$ cat src/sll_defs.svh
// Purpose: constants of the status led and light level block
// Assumes: 20 MHz clock, register offsets are modbus register numbers
// Notes:   times are kept in ns, cycle counts are derived in the modules
`ifndef SLL_DEFS_SVH
`define SLL_DEFS_SVH

// ****************************************
// timing
// ****************************************
`define SLL_CLK_NS        50
`define SLL_SEC_NS        1000000000
`define SLL_BLINK_NS      500000000
`define SLL_FLASH_NS      250000000
`define SLL_PWM_SLOT_NS   10000

// ****************************************
// register offsets
// ****************************************
`define SLL_HR_TERM       16'h0009
`define SLL_HR_ACT        16'h0023
`define SLL_HR_STBY       16'h0024
`define SLL_IR_LUX        16'h0029
`define SLL_IR_CLASS      16'h002a
`define SLL_HR_SRC        16'h004f
`define SLL_HR_BRIGHT     16'h0050

// ****************************************
// fields and reset values
// ****************************************
`define SLL_TERM_BIT      0
`define SLL_SRC_W         2
`define SLL_BRIGHT_W      4
`define SLL_TERM_RST      1'b0
`define SLL_ACT_RST       16'h012c
`define SLL_STBY_RST      16'h0032
`define SLL_SRC_RST       2'h0
`define SLL_BRIGHT_RST    4'ha
`define SLL_BRIGHT_MAX    16'h000a
`define SLL_SRC_MAX       16'h0002
`define SLL_PWM_STEPS     4'ha

`endif

$ cat src/sll_pkg.sv
// Purpose: types of the status led and light level block
// Assumes: sll_defs.svh holds the numbers
// Notes:   measured values are treated as unsigned 16-bit codes
package sll_pkg;

   typedef enum logic [1:0] {
      SLL_SRC_CO2  = 2'h0,
      SLL_SRC_RH   = 2'h1,
      SLL_SRC_TEMP = 2'h2
   } sll_src_t;

   typedef enum logic [15:0] {
      SLL_CLASS_STANDBY = 16'h0000,
      SLL_CLASS_LOW     = 16'h0001,
      SLL_CLASS_ACTIVE  = 16'h0002
   } sll_class_t;

   typedef enum logic [1:0] {
      SLL_EXC_NONE  = 2'h0,
      SLL_EXC_ADDR  = 2'h2,
      SLL_EXC_VALUE = 2'h3
   } sll_exc_t;

   typedef enum logic [2:0] {
      SLL_RID_NONE, SLL_RID_TERM, SLL_RID_ACT, SLL_RID_STBY,
      SLL_RID_LUX, SLL_RID_CLASS, SLL_RID_SRC, SLL_RID_BRIGHT
   } sll_rid_t;

   // gray path off -> run -> lost
   typedef enum logic [1:0] {
      SLL_WD_OFF  = 2'b00,
      SLL_WD_RUN  = 2'b01,
      SLL_WD_LOST = 2'b11
   } sll_wd_t;

   typedef struct packed {
      logic        input_space;
      logic [15:0] addr;
      logic [15:0] wdata;
      logic        wr;
      logic        rd;
   } sll_req_t;

   typedef struct packed {
      logic [15:0] value;
      logic [15:0] alert_lo;
      logic [15:0] alert_hi;
      logic [15:0] range_lo;
      logic [15:0] range_hi;
   } sll_var_t;

   typedef struct packed {
      sll_var_t co2;
      sll_var_t rh;
      sll_var_t temp;
   } sll_meas_t;

   typedef struct packed {
      logic green;
      logic yellow;
      logic red;
   } sll_led_t;

endpackage

$ cat src/sll_pwm.sv
// Purpose: ten-step brightness gate shared by the three leds
// Assumes: level is 0..10, larger values act as 10
// Notes:   10 us slots give a 10 kHz led refresh, far above flicker
`timescale 1ns/1ns
`include "sll_defs.svh"

module sll_pwm (
   input  wire logic                     clock,
   input  wire logic                     rstn,
   input  wire logic [`SLL_BRIGHT_W-1:0] level,
   output logic                          on
);
   localparam int unsigned SLOT_CYC = `SLL_PWM_SLOT_NS / `SLL_CLK_NS;

   logic [15:0]              slot_reg;
   logic [`SLL_BRIGHT_W-1:0] step_reg;

   always_ff @(posedge clock) begin
      if (!rstn) begin
         slot_reg <= 16'h0000;
         step_reg <= 4'h0;
      end else if (slot_reg == 16'(SLOT_CYC - 1)) begin
         slot_reg <= 16'h0000;
         if (step_reg == `SLL_PWM_STEPS - 4'h1) begin
            step_reg <= 4'h0;
         end else begin
            step_reg <= step_reg + 4'h1;
         end
      end else begin
         slot_reg <= slot_reg + 16'h0001;
      end
   end

   always_ff @(posedge clock) begin
      if (!rstn) begin
         on <= 1'b0;
      end else begin
         on <= (step_reg < level);
      end
   end

endmodule // sll_pwm

$ cat src/sll_status_light.sv
// Purpose: status leds, brightness and ambient light classification
// Assumes: all inputs come from logic on the same clock
// Notes:   registers are reached by modbus register number and space
// Operation
// - green while selected value lies inside the alert limits
// - yellow while selected value lies in the alert range
// - yellow blinks when bus traffic stops for a nonzero timeout
// - red while selected value lies outside its measurement range
// - red blinks when an internal sensor link is lost
// - bootloader mode flashes green and yellow alternately
// - firmware upload in bootloader also flashes red
// - indication source defaults to co2, selectable rh or temperature
// - brightness 0 to 100 percent in 10 percent steps
// - measured lux readable in an input register
// - active and standby light thresholds held in holding registers
// - light below standby threshold reports standby
// - light above active threshold reports active
// - light between thresholds reports low intensity
// - termination resistor switched from a holding register
// - after power-up one led shows the selected value status
`timescale 1ns/1ns
`include "sll_defs.svh"

module sll_status_light #(
   parameter int unsigned SEC_CYC   = `SLL_SEC_NS / `SLL_CLK_NS,
   parameter int unsigned BLINK_CYC = `SLL_BLINK_NS / `SLL_CLK_NS,
   parameter int unsigned FLASH_CYC = `SLL_FLASH_NS / `SLL_CLK_NS
) (
   input  wire logic               clock,
   input  wire logic               rstn,
   input  wire sll_pkg::sll_req_t  reg_req,
   output logic [15:0]             reg_rdata,
   output logic                    reg_ack,
   output sll_pkg::sll_exc_t       reg_exc,
   input  wire sll_pkg::sll_meas_t meas,
   input  wire logic               sensor_link_lost,
   input  wire logic               modbus_frame,
   input  wire logic [15:0]        bus_timeout_setting,
   input  wire logic               bootloader_mode,
   input  wire logic               fw_upload,
   input  wire logic [15:0]        ambient_lux,
   output logic                    bus_termination_resistor,
   output sll_pkg::sll_led_t       led
);

   // ****************************************
   // helpers
   // ****************************************
   function automatic logic in_win(input logic [15:0] v,
                                   input logic [15:0] lo,
                                   input logic [15:0] hi);
      in_win = (v >= lo) && (v <= hi);
   endfunction

   function automatic sll_pkg::sll_rid_t decode(input logic        ispace,
                                                input logic [15:0] a);
      if (ispace && a == `SLL_IR_LUX) begin
         decode = sll_pkg::SLL_RID_LUX;
      end else if (ispace && a == `SLL_IR_CLASS) begin
         decode = sll_pkg::SLL_RID_CLASS;
      end else if (!ispace && a == `SLL_HR_TERM) begin
         decode = sll_pkg::SLL_RID_TERM;
      end else if (!ispace && a == `SLL_HR_ACT) begin
         decode = sll_pkg::SLL_RID_ACT;
      end else if (!ispace && a == `SLL_HR_STBY) begin
         decode = sll_pkg::SLL_RID_STBY;
      end else if (!ispace && a == `SLL_HR_SRC) begin
         decode = sll_pkg::SLL_RID_SRC;
      end else if (!ispace && a == `SLL_HR_BRIGHT) begin
         decode = sll_pkg::SLL_RID_BRIGHT;
      end else begin
         decode = sll_pkg::SLL_RID_NONE;
      end
   endfunction

   // ****************************************
   // registers
   // ****************************************
   logic                     term_reg;
   logic [15:0]              act_reg;
   logic [15:0]              stby_reg;
   sll_pkg::sll_src_t        src_reg;
   logic [`SLL_BRIGHT_W-1:0] bright_reg;
   logic [15:0]              lux_reg;
   sll_pkg::sll_class_t      class_reg;
   sll_pkg::sll_rid_t        rid;
   logic                     value_bad;

   always_comb begin
      rid = decode(reg_req.input_space, reg_req.addr);
      value_bad = 1'b0;
      if (rid == sll_pkg::SLL_RID_SRC) begin
         value_bad = (reg_req.wdata > `SLL_SRC_MAX);
      end else if (rid == sll_pkg::SLL_RID_BRIGHT) begin
         value_bad = (reg_req.wdata > `SLL_BRIGHT_MAX);
      end
   end

   // holding register writes; out-of-range values are refused whole
   always_ff @(posedge clock) begin
      if (!rstn) begin
         term_reg   <= `SLL_TERM_RST;
         act_reg    <= `SLL_ACT_RST;
         stby_reg   <= `SLL_STBY_RST;
         src_reg    <= sll_pkg::sll_src_t'(`SLL_SRC_RST);
         bright_reg <= `SLL_BRIGHT_RST;
      end else if (reg_req.wr && !value_bad) begin
         case (rid)
            sll_pkg::SLL_RID_TERM: begin
               term_reg <= reg_req.wdata[`SLL_TERM_BIT];
            end
            sll_pkg::SLL_RID_ACT: begin
               act_reg <= reg_req.wdata;
            end
            sll_pkg::SLL_RID_STBY: begin
               stby_reg <= reg_req.wdata;
            end
            sll_pkg::SLL_RID_SRC: begin
               src_reg <= sll_pkg::sll_src_t'(
                  reg_req.wdata[`SLL_SRC_W-1:0]);
            end
            sll_pkg::SLL_RID_BRIGHT: begin
               bright_reg <= reg_req.wdata[`SLL_BRIGHT_W-1:0];
            end
            default: begin
            end
         endcase
      end
   end

   // ****************************************
   // register answers
   // ****************************************
   logic [15:0] rdata_next;

   always_comb begin
      case (rid)
         sll_pkg::SLL_RID_TERM:   rdata_next = {15'h0000, term_reg};
         sll_pkg::SLL_RID_ACT:    rdata_next = act_reg;
         sll_pkg::SLL_RID_STBY:   rdata_next = stby_reg;
         sll_pkg::SLL_RID_LUX:    rdata_next = lux_reg;
         sll_pkg::SLL_RID_CLASS:  rdata_next = class_reg;
         sll_pkg::SLL_RID_SRC:    rdata_next = {14'h0000, src_reg};
         sll_pkg::SLL_RID_BRIGHT: rdata_next = {12'h000, bright_reg};
         default:                 rdata_next = 16'h0000;
      endcase
   end

   // input registers are read only, so a write there is an address fault
   always_ff @(posedge clock) begin
      if (!rstn) begin
         reg_ack   <= 1'b0;
         reg_rdata <= 16'h0000;
         reg_exc   <= sll_pkg::SLL_EXC_NONE;
      end else begin
         reg_ack   <= reg_req.wr || reg_req.rd;
         reg_rdata <= reg_req.rd ? rdata_next : 16'h0000;
         if (!(reg_req.wr || reg_req.rd)) begin
            reg_exc <= sll_pkg::SLL_EXC_NONE;
         end else if (rid == sll_pkg::SLL_RID_NONE) begin
            reg_exc <= sll_pkg::SLL_EXC_ADDR;
         end else if (reg_req.wr && reg_req.input_space) begin
            reg_exc <= sll_pkg::SLL_EXC_ADDR;
         end else if (reg_req.wr && value_bad) begin
            reg_exc <= sll_pkg::SLL_EXC_VALUE;
         end else begin
            reg_exc <= sll_pkg::SLL_EXC_NONE;
         end
      end
   end

   always_ff @(posedge clock) begin
      if (!rstn) begin
         bus_termination_resistor <= 1'b0;
      end else begin
         bus_termination_resistor <= term_reg;
      end
   end

   // ****************************************
   // ambient light
   // ****************************************
   // a level equal to a threshold counts as low intensity
   always_ff @(posedge clock) begin
      if (!rstn) begin
         lux_reg   <= 16'h0000;
         class_reg <= sll_pkg::SLL_CLASS_STANDBY;
      end else begin
         lux_reg <= ambient_lux;
         if (lux_reg < stby_reg) begin
            class_reg <= sll_pkg::SLL_CLASS_STANDBY;
         end else if (lux_reg > act_reg) begin
            class_reg <= sll_pkg::SLL_CLASS_ACTIVE;
         end else begin
            class_reg <= sll_pkg::SLL_CLASS_LOW;
         end
      end
   end

   // ****************************************
   // bus watchdog
   // ****************************************
   sll_pkg::sll_wd_t wd_reg;
   logic [31:0]      tick_reg;
   logic [15:0]      secs_reg;

   // any frame restarts the second count; ticks run freely between frames
   always_ff @(posedge clock) begin
      if (!rstn) begin
         tick_reg <= 32'h0000_0000;
         secs_reg <= 16'h0000;
      end else if (modbus_frame) begin
         tick_reg <= 32'h0000_0000;
         secs_reg <= 16'h0000;
      end else if (tick_reg == 32'(SEC_CYC - 1)) begin
         tick_reg <= 32'h0000_0000;
         if (secs_reg != 16'hffff) begin
            secs_reg <= secs_reg + 16'h0001;
         end
      end else begin
         tick_reg <= tick_reg + 32'h0000_0001;
      end
   end

   always_ff @(posedge clock) begin
      if (!rstn) begin
         wd_reg <= sll_pkg::SLL_WD_OFF;
      end else begin
         case (wd_reg)
            sll_pkg::SLL_WD_OFF: begin
               if (bus_timeout_setting != 16'h0000) begin
                  wd_reg <= sll_pkg::SLL_WD_RUN;
               end
            end
            sll_pkg::SLL_WD_RUN: begin
               if (bus_timeout_setting == 16'h0000) begin
                  wd_reg <= sll_pkg::SLL_WD_OFF;
               end else if (!modbus_frame &&
                            secs_reg >= bus_timeout_setting) begin
                  wd_reg <= sll_pkg::SLL_WD_LOST;
               end
            end
            sll_pkg::SLL_WD_LOST: begin
               if (bus_timeout_setting == 16'h0000) begin
                  wd_reg <= sll_pkg::SLL_WD_OFF;
               end else if (modbus_frame) begin
                  wd_reg <= sll_pkg::SLL_WD_RUN;
               end
            end
            default: begin
               wd_reg <= sll_pkg::SLL_WD_OFF;
            end
         endcase
      end
   end

   // ****************************************
   // blink phases
   // ****************************************
   logic [31:0] blink_cnt_reg;
   logic [31:0] flash_cnt_reg;
   logic        blink_reg;
   logic        flash_reg;

   always_ff @(posedge clock) begin
      if (!rstn) begin
         blink_cnt_reg <= 32'h0000_0000;
         blink_reg     <= 1'b1;
      end else if (blink_cnt_reg == 32'(BLINK_CYC - 1)) begin
         blink_cnt_reg <= 32'h0000_0000;
         blink_reg     <= !blink_reg;
      end else begin
         blink_cnt_reg <= blink_cnt_reg + 32'h0000_0001;
      end
   end

   // bootloader uses a faster flash so it is not mistaken for an alarm
   always_ff @(posedge clock) begin
      if (!rstn) begin
         flash_cnt_reg <= 32'h0000_0000;
         flash_reg     <= 1'b1;
      end else if (flash_cnt_reg == 32'(FLASH_CYC - 1)) begin
         flash_cnt_reg <= 32'h0000_0000;
         flash_reg     <= !flash_reg;
      end else begin
         flash_cnt_reg <= flash_cnt_reg + 32'h0000_0001;
      end
   end

   // ****************************************
   // indication
   // ****************************************
   sll_pkg::sll_var_t sel;
   sll_pkg::sll_led_t led_next;
   logic              out_range;
   logic              in_alert_win;
   logic              pwm_on;

   always_comb begin
      case (src_reg)
         sll_pkg::SLL_SRC_RH:   sel = meas.rh;
         sll_pkg::SLL_SRC_TEMP: sel = meas.temp;
         default:               sel = meas.co2;
      endcase
      out_range    = !in_win(sel.value, sel.range_lo, sel.range_hi);
      in_alert_win = in_win(sel.value, sel.alert_lo, sel.alert_hi);
   end

   // one branch per pattern keeps exactly one pattern on the leds
   always_comb begin
      led_next = '0;
      if (bootloader_mode) begin
         led_next.green  = flash_reg;
         led_next.yellow = !flash_reg;
         led_next.red    = fw_upload && flash_reg;
      end else if (sensor_link_lost) begin
         led_next.red = blink_reg;
      end else if (out_range) begin
         led_next.red = 1'b1;
      end else if (wd_reg == sll_pkg::SLL_WD_LOST) begin
         led_next.yellow = blink_reg;
      end else if (!in_alert_win) begin
         led_next.yellow = 1'b1;
      end else begin
         led_next.green = 1'b1;
      end
   end

   sll_pwm u_pwm (
      .clock (clock),
      .rstn  (rstn),
      .level (bright_reg),
      .on    (pwm_on)
   );

   always_ff @(posedge clock) begin
      if (!rstn) begin
         led <= '0;
      end else begin
         led.green  <= led_next.green && pwm_on;
         led.yellow <= led_next.yellow && pwm_on;
         led.red    <= led_next.red && pwm_on;
      end
   end

endmodule // sll_status_light

$ cat config.mk
export PLATFORM = sky130hd
export DESIGN_NAME = sll_status_light
export DESIGN_NICKNAME = d
export VERILOG_FILES = /design/src/sll_pkg.sv /design/src/sll_pwm.sv /design/src/sll_status_light.sv
export VERILOG_INCLUDE_DIRS = /design/src
export SDC_FILE = /design/constraint.sdc
export NUM_CORES = 1
export LEC_CHECK = 0
export ABC_AREA = 1
export BUFFER_PORTS_ARGS = -buffer_cell sky130_fd_sc_hd__buf_2
export CAP_MARGIN = 20
export CORE_AREA = 5 5 176 178
export DETAILED_ROUTE_END_ITERATION = 8
export DIE_AREA = 0 0 181 183
export PLACE_DENSITY = 0.82
export SLEW_MARGIN = 15
export SYNTH_ARGS = -nofsm -noshare
export SYNTH_HDL_FRONTEND = slang
export SYNTH_SLANG_ARGS = --single-unit
$ cat constraint.sdc
create_clock -name clock -period 6.3 [get_ports clock]
set_input_delay 0.63 -clock clock [delete_from_list [all_inputs] [get_ports clock]]
set_output_delay 0.63 -clock clock [all_outputs]
set_load 0.01 [all_outputs]
**Word-level counts from Yosys, hierarchy flattened**

Index checks and enable logic that the tools add are counted.

- Register bits: 231
- Input bits: 313
- Logic and storage cells: 144

- Add/sub/neg operators: 6
- Bitwise operators: 2
- Equality and inequality tests: 27
- Reductions and logical operators: 43
- Multiplexer cells: 31
- $lt $le $gt $ge: 10

Operators by type and width:

| kind | number |
|---|---|
| $pmux W80 S2 | 1 |
| $pmux W16 S7 | 1 |
| $add A32 B1 Y32 const B | 3 |
| $eq A16 B6 Y1 const B | 4 |
| $ge A16 B16 Y1 | 3 |
| $add A16 B1 Y16 const B | 2 |
| $eq A16 B7 Y1 const B | 2 |
| $eq A32 B23 Y1 const B | 1 |
| $eq A32 B24 Y1 const B | 1 |
| $eq A32 B25 Y1 const B | 1 |
| $le A16 B16 Y1 | 2 |
| $mux W3 | 8 |
| $mux W2 | 11 |
| $logic_and A1 B1 Y1 | 17 |
| $eq A16 B4 Y1 const B | 1 |
| $eq A16 B8 Y1 const B | 1 |
| $gt A16 B16 Y1 | 1 |
| $gt A16 B2 Y1 const B | 1 |
| $gt A16 B4 Y1 const B | 1 |
| $logic_not A16 Y1 | 1 |
| $lt A16 B16 Y1 | 1 |
| $ne A16 B16 Y1 const B | 1 |
| $reduce_and A2 Y1 | 8 |
| $reduce_bool A16 Y1 | 1 |
| 22 further kinds | 45 |

**Logic depth before layout (Yosys ltp)**

- Depth in word-level cells: 16
- Gate-level depth with buffers: 22

**Cells and area by module**

From an unflattened synthesis, not the netlist that was laid out.

- Cell total of the unflattened synthesis: 2176
- Area total of the unflattened synthesis: 14955.6 um2

By module, submodules not included:

| module | cells each | area each (um2) | instances | seq. area each (um2) |
|---|---|---|---|---|
| sll_status_light | 1987 | 13666.9 | 1 | 3923.8 |
| sll_pwm | 189 | 1288.7 | 1 | 420.4 |

**Worst setup path after synthesis**

OpenSTA, ideal clock, no wires.

- Path kind: register -> register
- Start: reg src_reg[0]
- End: reg led[0] (netlist name)
- Stages on the path, launching flop included: 16
- Arrival time: 2.628 ns
- Data required time: 6.178 ns
- Path buffers: 2
- Path slack: 3.550 ns
- Cell sequence: dfxtp_1 inv_1 ha_1 clkbuf_1 clkinv_1 clkbuf_1 o21ai_0 inv_1 ha_1 nand2_1 nor4_1 nand3_1 nand2_1 nand2_1 o21ai_0 a21oi_1

- Cells in the longest elaborated chain, start to end: 8

Ends and longest elaborated chain:

| what | RTL line | source |
|---|---|---|
| start, declared | sll_status_light.sv:82 | `sll_pkg::sll_src_t src_reg;` |
| start signal, assigned | sll_status_light.sv:105 | `` src_reg <= sll_pkg::sll_src_t'(`SLL_SRC_RST); `` |
| start signal, assigned | sll_status_light.sv:119 | `src_reg <= sll_pkg::sll_src_t'(` |
| $eq A2 B2 Y1 or $eq A2 B1 Y1 (tied branches) | sll_status_light.sv:300 | `case (src_reg)` |
| $pmux W80 S2 (*) | sll_status_light.sv:300 |  |
| $ge A16 B16 Y1 or $le A16 B16 Y1 (tied branches) | sll_status_light.sv:52 | `in_win = (v >= lo) && (v <= hi);` |
| $logic_and A1 B1 Y1 (*) | sll_status_light.sv:52 |  |
| $mux W1 (*) | sll_status_light.sv:318 | `end else if (out_range) begin` |
| $mux W1 (*) | sll_status_light.sv:316 | `end else if (sensor_link_lost) begin` |
| $mux W3 (*) | sll_status_light.sv:312 | `if (bootloader_mode) begin` |
| $logic_and A1 B1 Y1 (*) | sll_status_light.sv:342 | `led.red <= led_next.red && pwm_on;` |
| end, declared | sll_status_light.sv:43 | `output sll_pkg::sll_led_t led` |

Mark *: on every way between the ends. The rest lies on a longest branch, timed or not.
A chain may end at the register's enable or synchronous reset.

**Worst setup path in the final report**

- Start: reg src_reg[0]
- End: reg led[1] (netlist name)

- Cells in the longest elaborated chain, start to end: 10

Ends and longest elaborated chain:

| what | RTL line | source |
|---|---|---|
| $eq A2 B2 Y1 or $eq A2 B1 Y1 (tied branches) | sll_status_light.sv:300 |  |
| $pmux W80 S2 (*) | sll_status_light.sv:300 |  |
| $ge A16 B16 Y1 or $le A16 B16 Y1 (tied branches) | sll_status_light.sv:52 |  |
| $logic_and A1 B1 Y1 | sll_status_light.sv:52 |  |
| $mux W1 | sll_status_light.sv:322 | `end else if (!in_alert_win) begin` |
| $mux W1 | sll_status_light.sv:320 | `end else if (wd_reg == sll_pkg::SLL_WD_LOST) begin` |
| $mux W2 (*) | sll_status_light.sv:318 |  |
| $mux W2 (*) | sll_status_light.sv:316 |  |
| $mux W3 (*) | sll_status_light.sv:312 |  |
| $logic_and A1 B1 Y1 (*) | sll_status_light.sv:341 | `led.yellow <= led_next.yellow && pwm_on;` |

Marked as above.

==> results.yml <==
synth:
  yosys_warnings: 0
  syn_avg_cell_area_um2: 6.88
  synth_area_um2: 14400
  synth_cell_type_count: 53
  synth_nets: 2525
  syn_inst: 2091
  synth.ff_latch_count: 217
  seq_area_frac_synth_pct: 30.2
place:
  dp.cells: 2758
  numPortBuffers: 335
  dp_hpwl_mm: 35.0
  gp_congestion: 1.03
setup_path:
  worstRegToRegCells: 18
  required_ps: 6740
  crit_path_end_kind: "register"
  setup.worst_path.class: "register to register"
  cp.arrival_ps: 4080
  reg2reg_from: "src_reg[0]$_SDFFE_PN0P_"
  path_max_fanout: 81
  r2r_setup_slack_ps: 2670
  r2r_end: "led[1]$_SDFF_PN0_"
  startpoint_type: "register"
grt:
  grt_pass1_wl_mm: 71.6
  grt_usage_pct: 25.5
  grt_start_max_net_pins: 82
  overflow: 0
  grt_antenna_before_repair: 6
  first_global_vias: 14726
finish:
  layout_commonest_cell: "nand2_1"
  fin_cells: 2806
  mostFrequentLayoutCells: "386 x nand2_1, 335 x buf_2, 275 x inv_1"
  drive_above_1_share_pct: 18.4
  fin_nets: 2829
  area_growth_pct: 19.1
power_and_ir_drop:
  p_switching_mw: 0.759
  p_clk_share_pct: 44.3
  switching_share_pct: 24.3
  p_seq_share_pct: 44.8
  p_int_mw: 2.36
  power.density_nw_per_um2: 182
  p_leak_nw: 7.80
  ir_drop_mv: 0.186
  combPwrFrac_pct: 10.9
  total_power_mw: 3.12
route:
  first_pass_iters: 5
  wirelength_mm: 44.9
  vias: 15349
  drtIter0Drc: 1126
  ant_nets: 0
  viasPerCell: 5.47
  wl_per_cell_um: 16.0
  drc: 0
sta:
  finalHoldViolCount: 0
  worst_pin_slew_ps: 954
  finalSetupTns_ps: 0
  setup_viol: 0
  rsz0062_at_grt: "no"
  maxSlewViolCount: 0
  finalCritPeriodShare_pct: 57.7
  fin_crit_ps: 3630
  slew_headroom_pct: 36.3
  fmaxAchievable_mhz: 275
  skew_ps: 19.1
flow_run:
  max-cap-violations: 0
clock_network:
  cts_tree: "done"
  cts_resized: 0
  cts_hold_buf: 0
  cts_buffers: 24
  cts_setup_buffers: 0
  cts.root.buffer_cell: "clkbuf_16"
  h-tree-depth: 1
  clock-sinks: 217
  cts_buffer_depth: 3
  clkTransAtPathRegs_ps: 60
  clk_latency_ps: 520
floorplanning:
  die_area_um2: 33100
  coreArea_um2: 29200
  rows: 63
  pin_count: 336
  start_util_pct: 49.2
  fp.dieH_um: 183
  die_x_um: 181
hold_path:
  min_to: "lux_reg[8]$_SDFF_PN0_"
  whs_path_depth: 3
  min_from: "ambient_lux[8]"
  hold_class: "input pin to register"
run_status:
  status: "finished, final reports clean"
==> power groups by stage <==
stage	Clock [mW]	Combinational (mW)	Sequential [mW]
floorplan	0	0.168	1.43
global placement	0	0.322	1.43
detailed placement	0	0.335	1.43
CTS	1.41	0.338	1.40
global route	1.48	0.384	1.40
finish	1.38	0.340	1.40
==> Yosys cell counts (all sizes together) <==
cell type / number / share of area (%)
inv: 281 / 7.4
o211a: 2 / 0.14
nor2: 267 / 7.3
and2: 1 / 0.044
o21ai: 113 / 4.0
or2: 16 / 0.70
buf: 21 / 0.92
nor3: 70 / 2.8
a21oi: 187 / 6.5
xnor2: 15 / 0.91
nand3b: 5 / 0.26
xor2: 33 / 2.0
a221o: 35 / 2.4
a211oi: 1 / 0.052
o22ai: 13 / 0.57
and3: 2 / 0.087
nand4: 63 / 2.7
a2111oi: 1 / 0.061
clkbuf: 44 / 1.1
dfxtp: 217 / 30
a21boi: 1 / 0.052
nand3: 80 / 2.9
o221ai: 7 / 0.43
clkinv: 6 / 0.21
nor4: 23 / 1.0
nor3b: 17 / 0.92
a31oi: 2 / 0.087
o21a: 6 / 0.31
nand2: 393 / 10
a21o: 4 / 0.21
o2bb2ai: 41 / 2.5
o21bai: 3 / 0.16
ha: 121 / 11
==> metal layers <==
metal  routed length (um)  global-route usage (%)  up-vias
met4                 1470                    8.44        6
li1                     -                       -     7637
met2                21700                    45.1      537
met5                   42                       0        -
met3                 3130                    4.46      101
met1                18600                    31.6     7068
==> cells by family (layout without fill, tap and decap cells) <==
| kind of cell | after synthesis | count (layout) | share of synthesized area, % |
|---|---|---|---|
| AO/OA/AOI/OAI | 416 | 416 | 17.5 |
| adder cells (fa/ha/maj) | 121 | 121 | 10.5 |
| flip-flops | 217 | 217 | 30.2 |
| buffers and inverters | 352 | 674 | 9.65 |
| XOR/XNOR | 48 | 48 | 2.92 |
| AND/OR/NAND/NOR | 937 | 937 | 29.2 |
| other | 0 | 3 | 0 |
==> final cells by class <==
type	instances	area, um2
fillers	2692	12100
multi-input cells	1522	8650
flip-flops and latches	217	4340
repair buffers	343	1750
inverters	287	1090
clock buffers	36	716
well taps	390	488
clock inverters	8	80.1
diodes	3	7.51
==> worst max-delay path by stage <==
stage	to	start	cells past startpoint	slack (ps)
after global placement	led[0]$_SDFF_PN0_	src_reg[0]$_SDFFE_PN0P_	15	2760
after detailed placement	led[2]$_SDFF_PN0_	src_reg[0]$_SDFFE_PN0P_	16	2660
after CTS	led[2]$_SDFF_PN0_	src_reg[0]$_SDFFE_PN0P_	16	2660
final	led[1]$_SDFF_PN0_	src_reg[0]$_SDFFE_PN0P_	18	2670
after floorplan	led[0]$_SDFF_PN0_	src_reg[0]$_SDFFE_PN0P_	15	3550
after global routing	led[2]$_SDFF_PN0_	src_reg[0]$_SDFFE_PN0P_	21	2280
==> critical path: stages (launching register included) <==
cell and delay [ps]:
dfxtp_1 330, inv_1 70, ha_2 300, buf_4 610
inv_2 30, buf_4 360, o21ai_0 610, ha_1 360
nand2_1 70, nand2_1 40, nand2_1 50, nand2_1 50
nand2_1 60, nand2_1 50, nand2_1 50, nand3_1 80
nand3_1 140, nand3_1 80, a21oi_1 130
==> through the flow <==
stage	cell area [um2]	worst slack (ps)	util (%)	hold WS [ps]
after global routing	17100	2280	58.6	286
after CTS	17100	2660	58.5	267
after global placement	16300	2760	55.7	427
after detailed placement	16300	2660	55.8	443
final	17100	2670	58.6	288
after floorplan	14400	3550	-	417
Power figures use the tool's default switching activity.
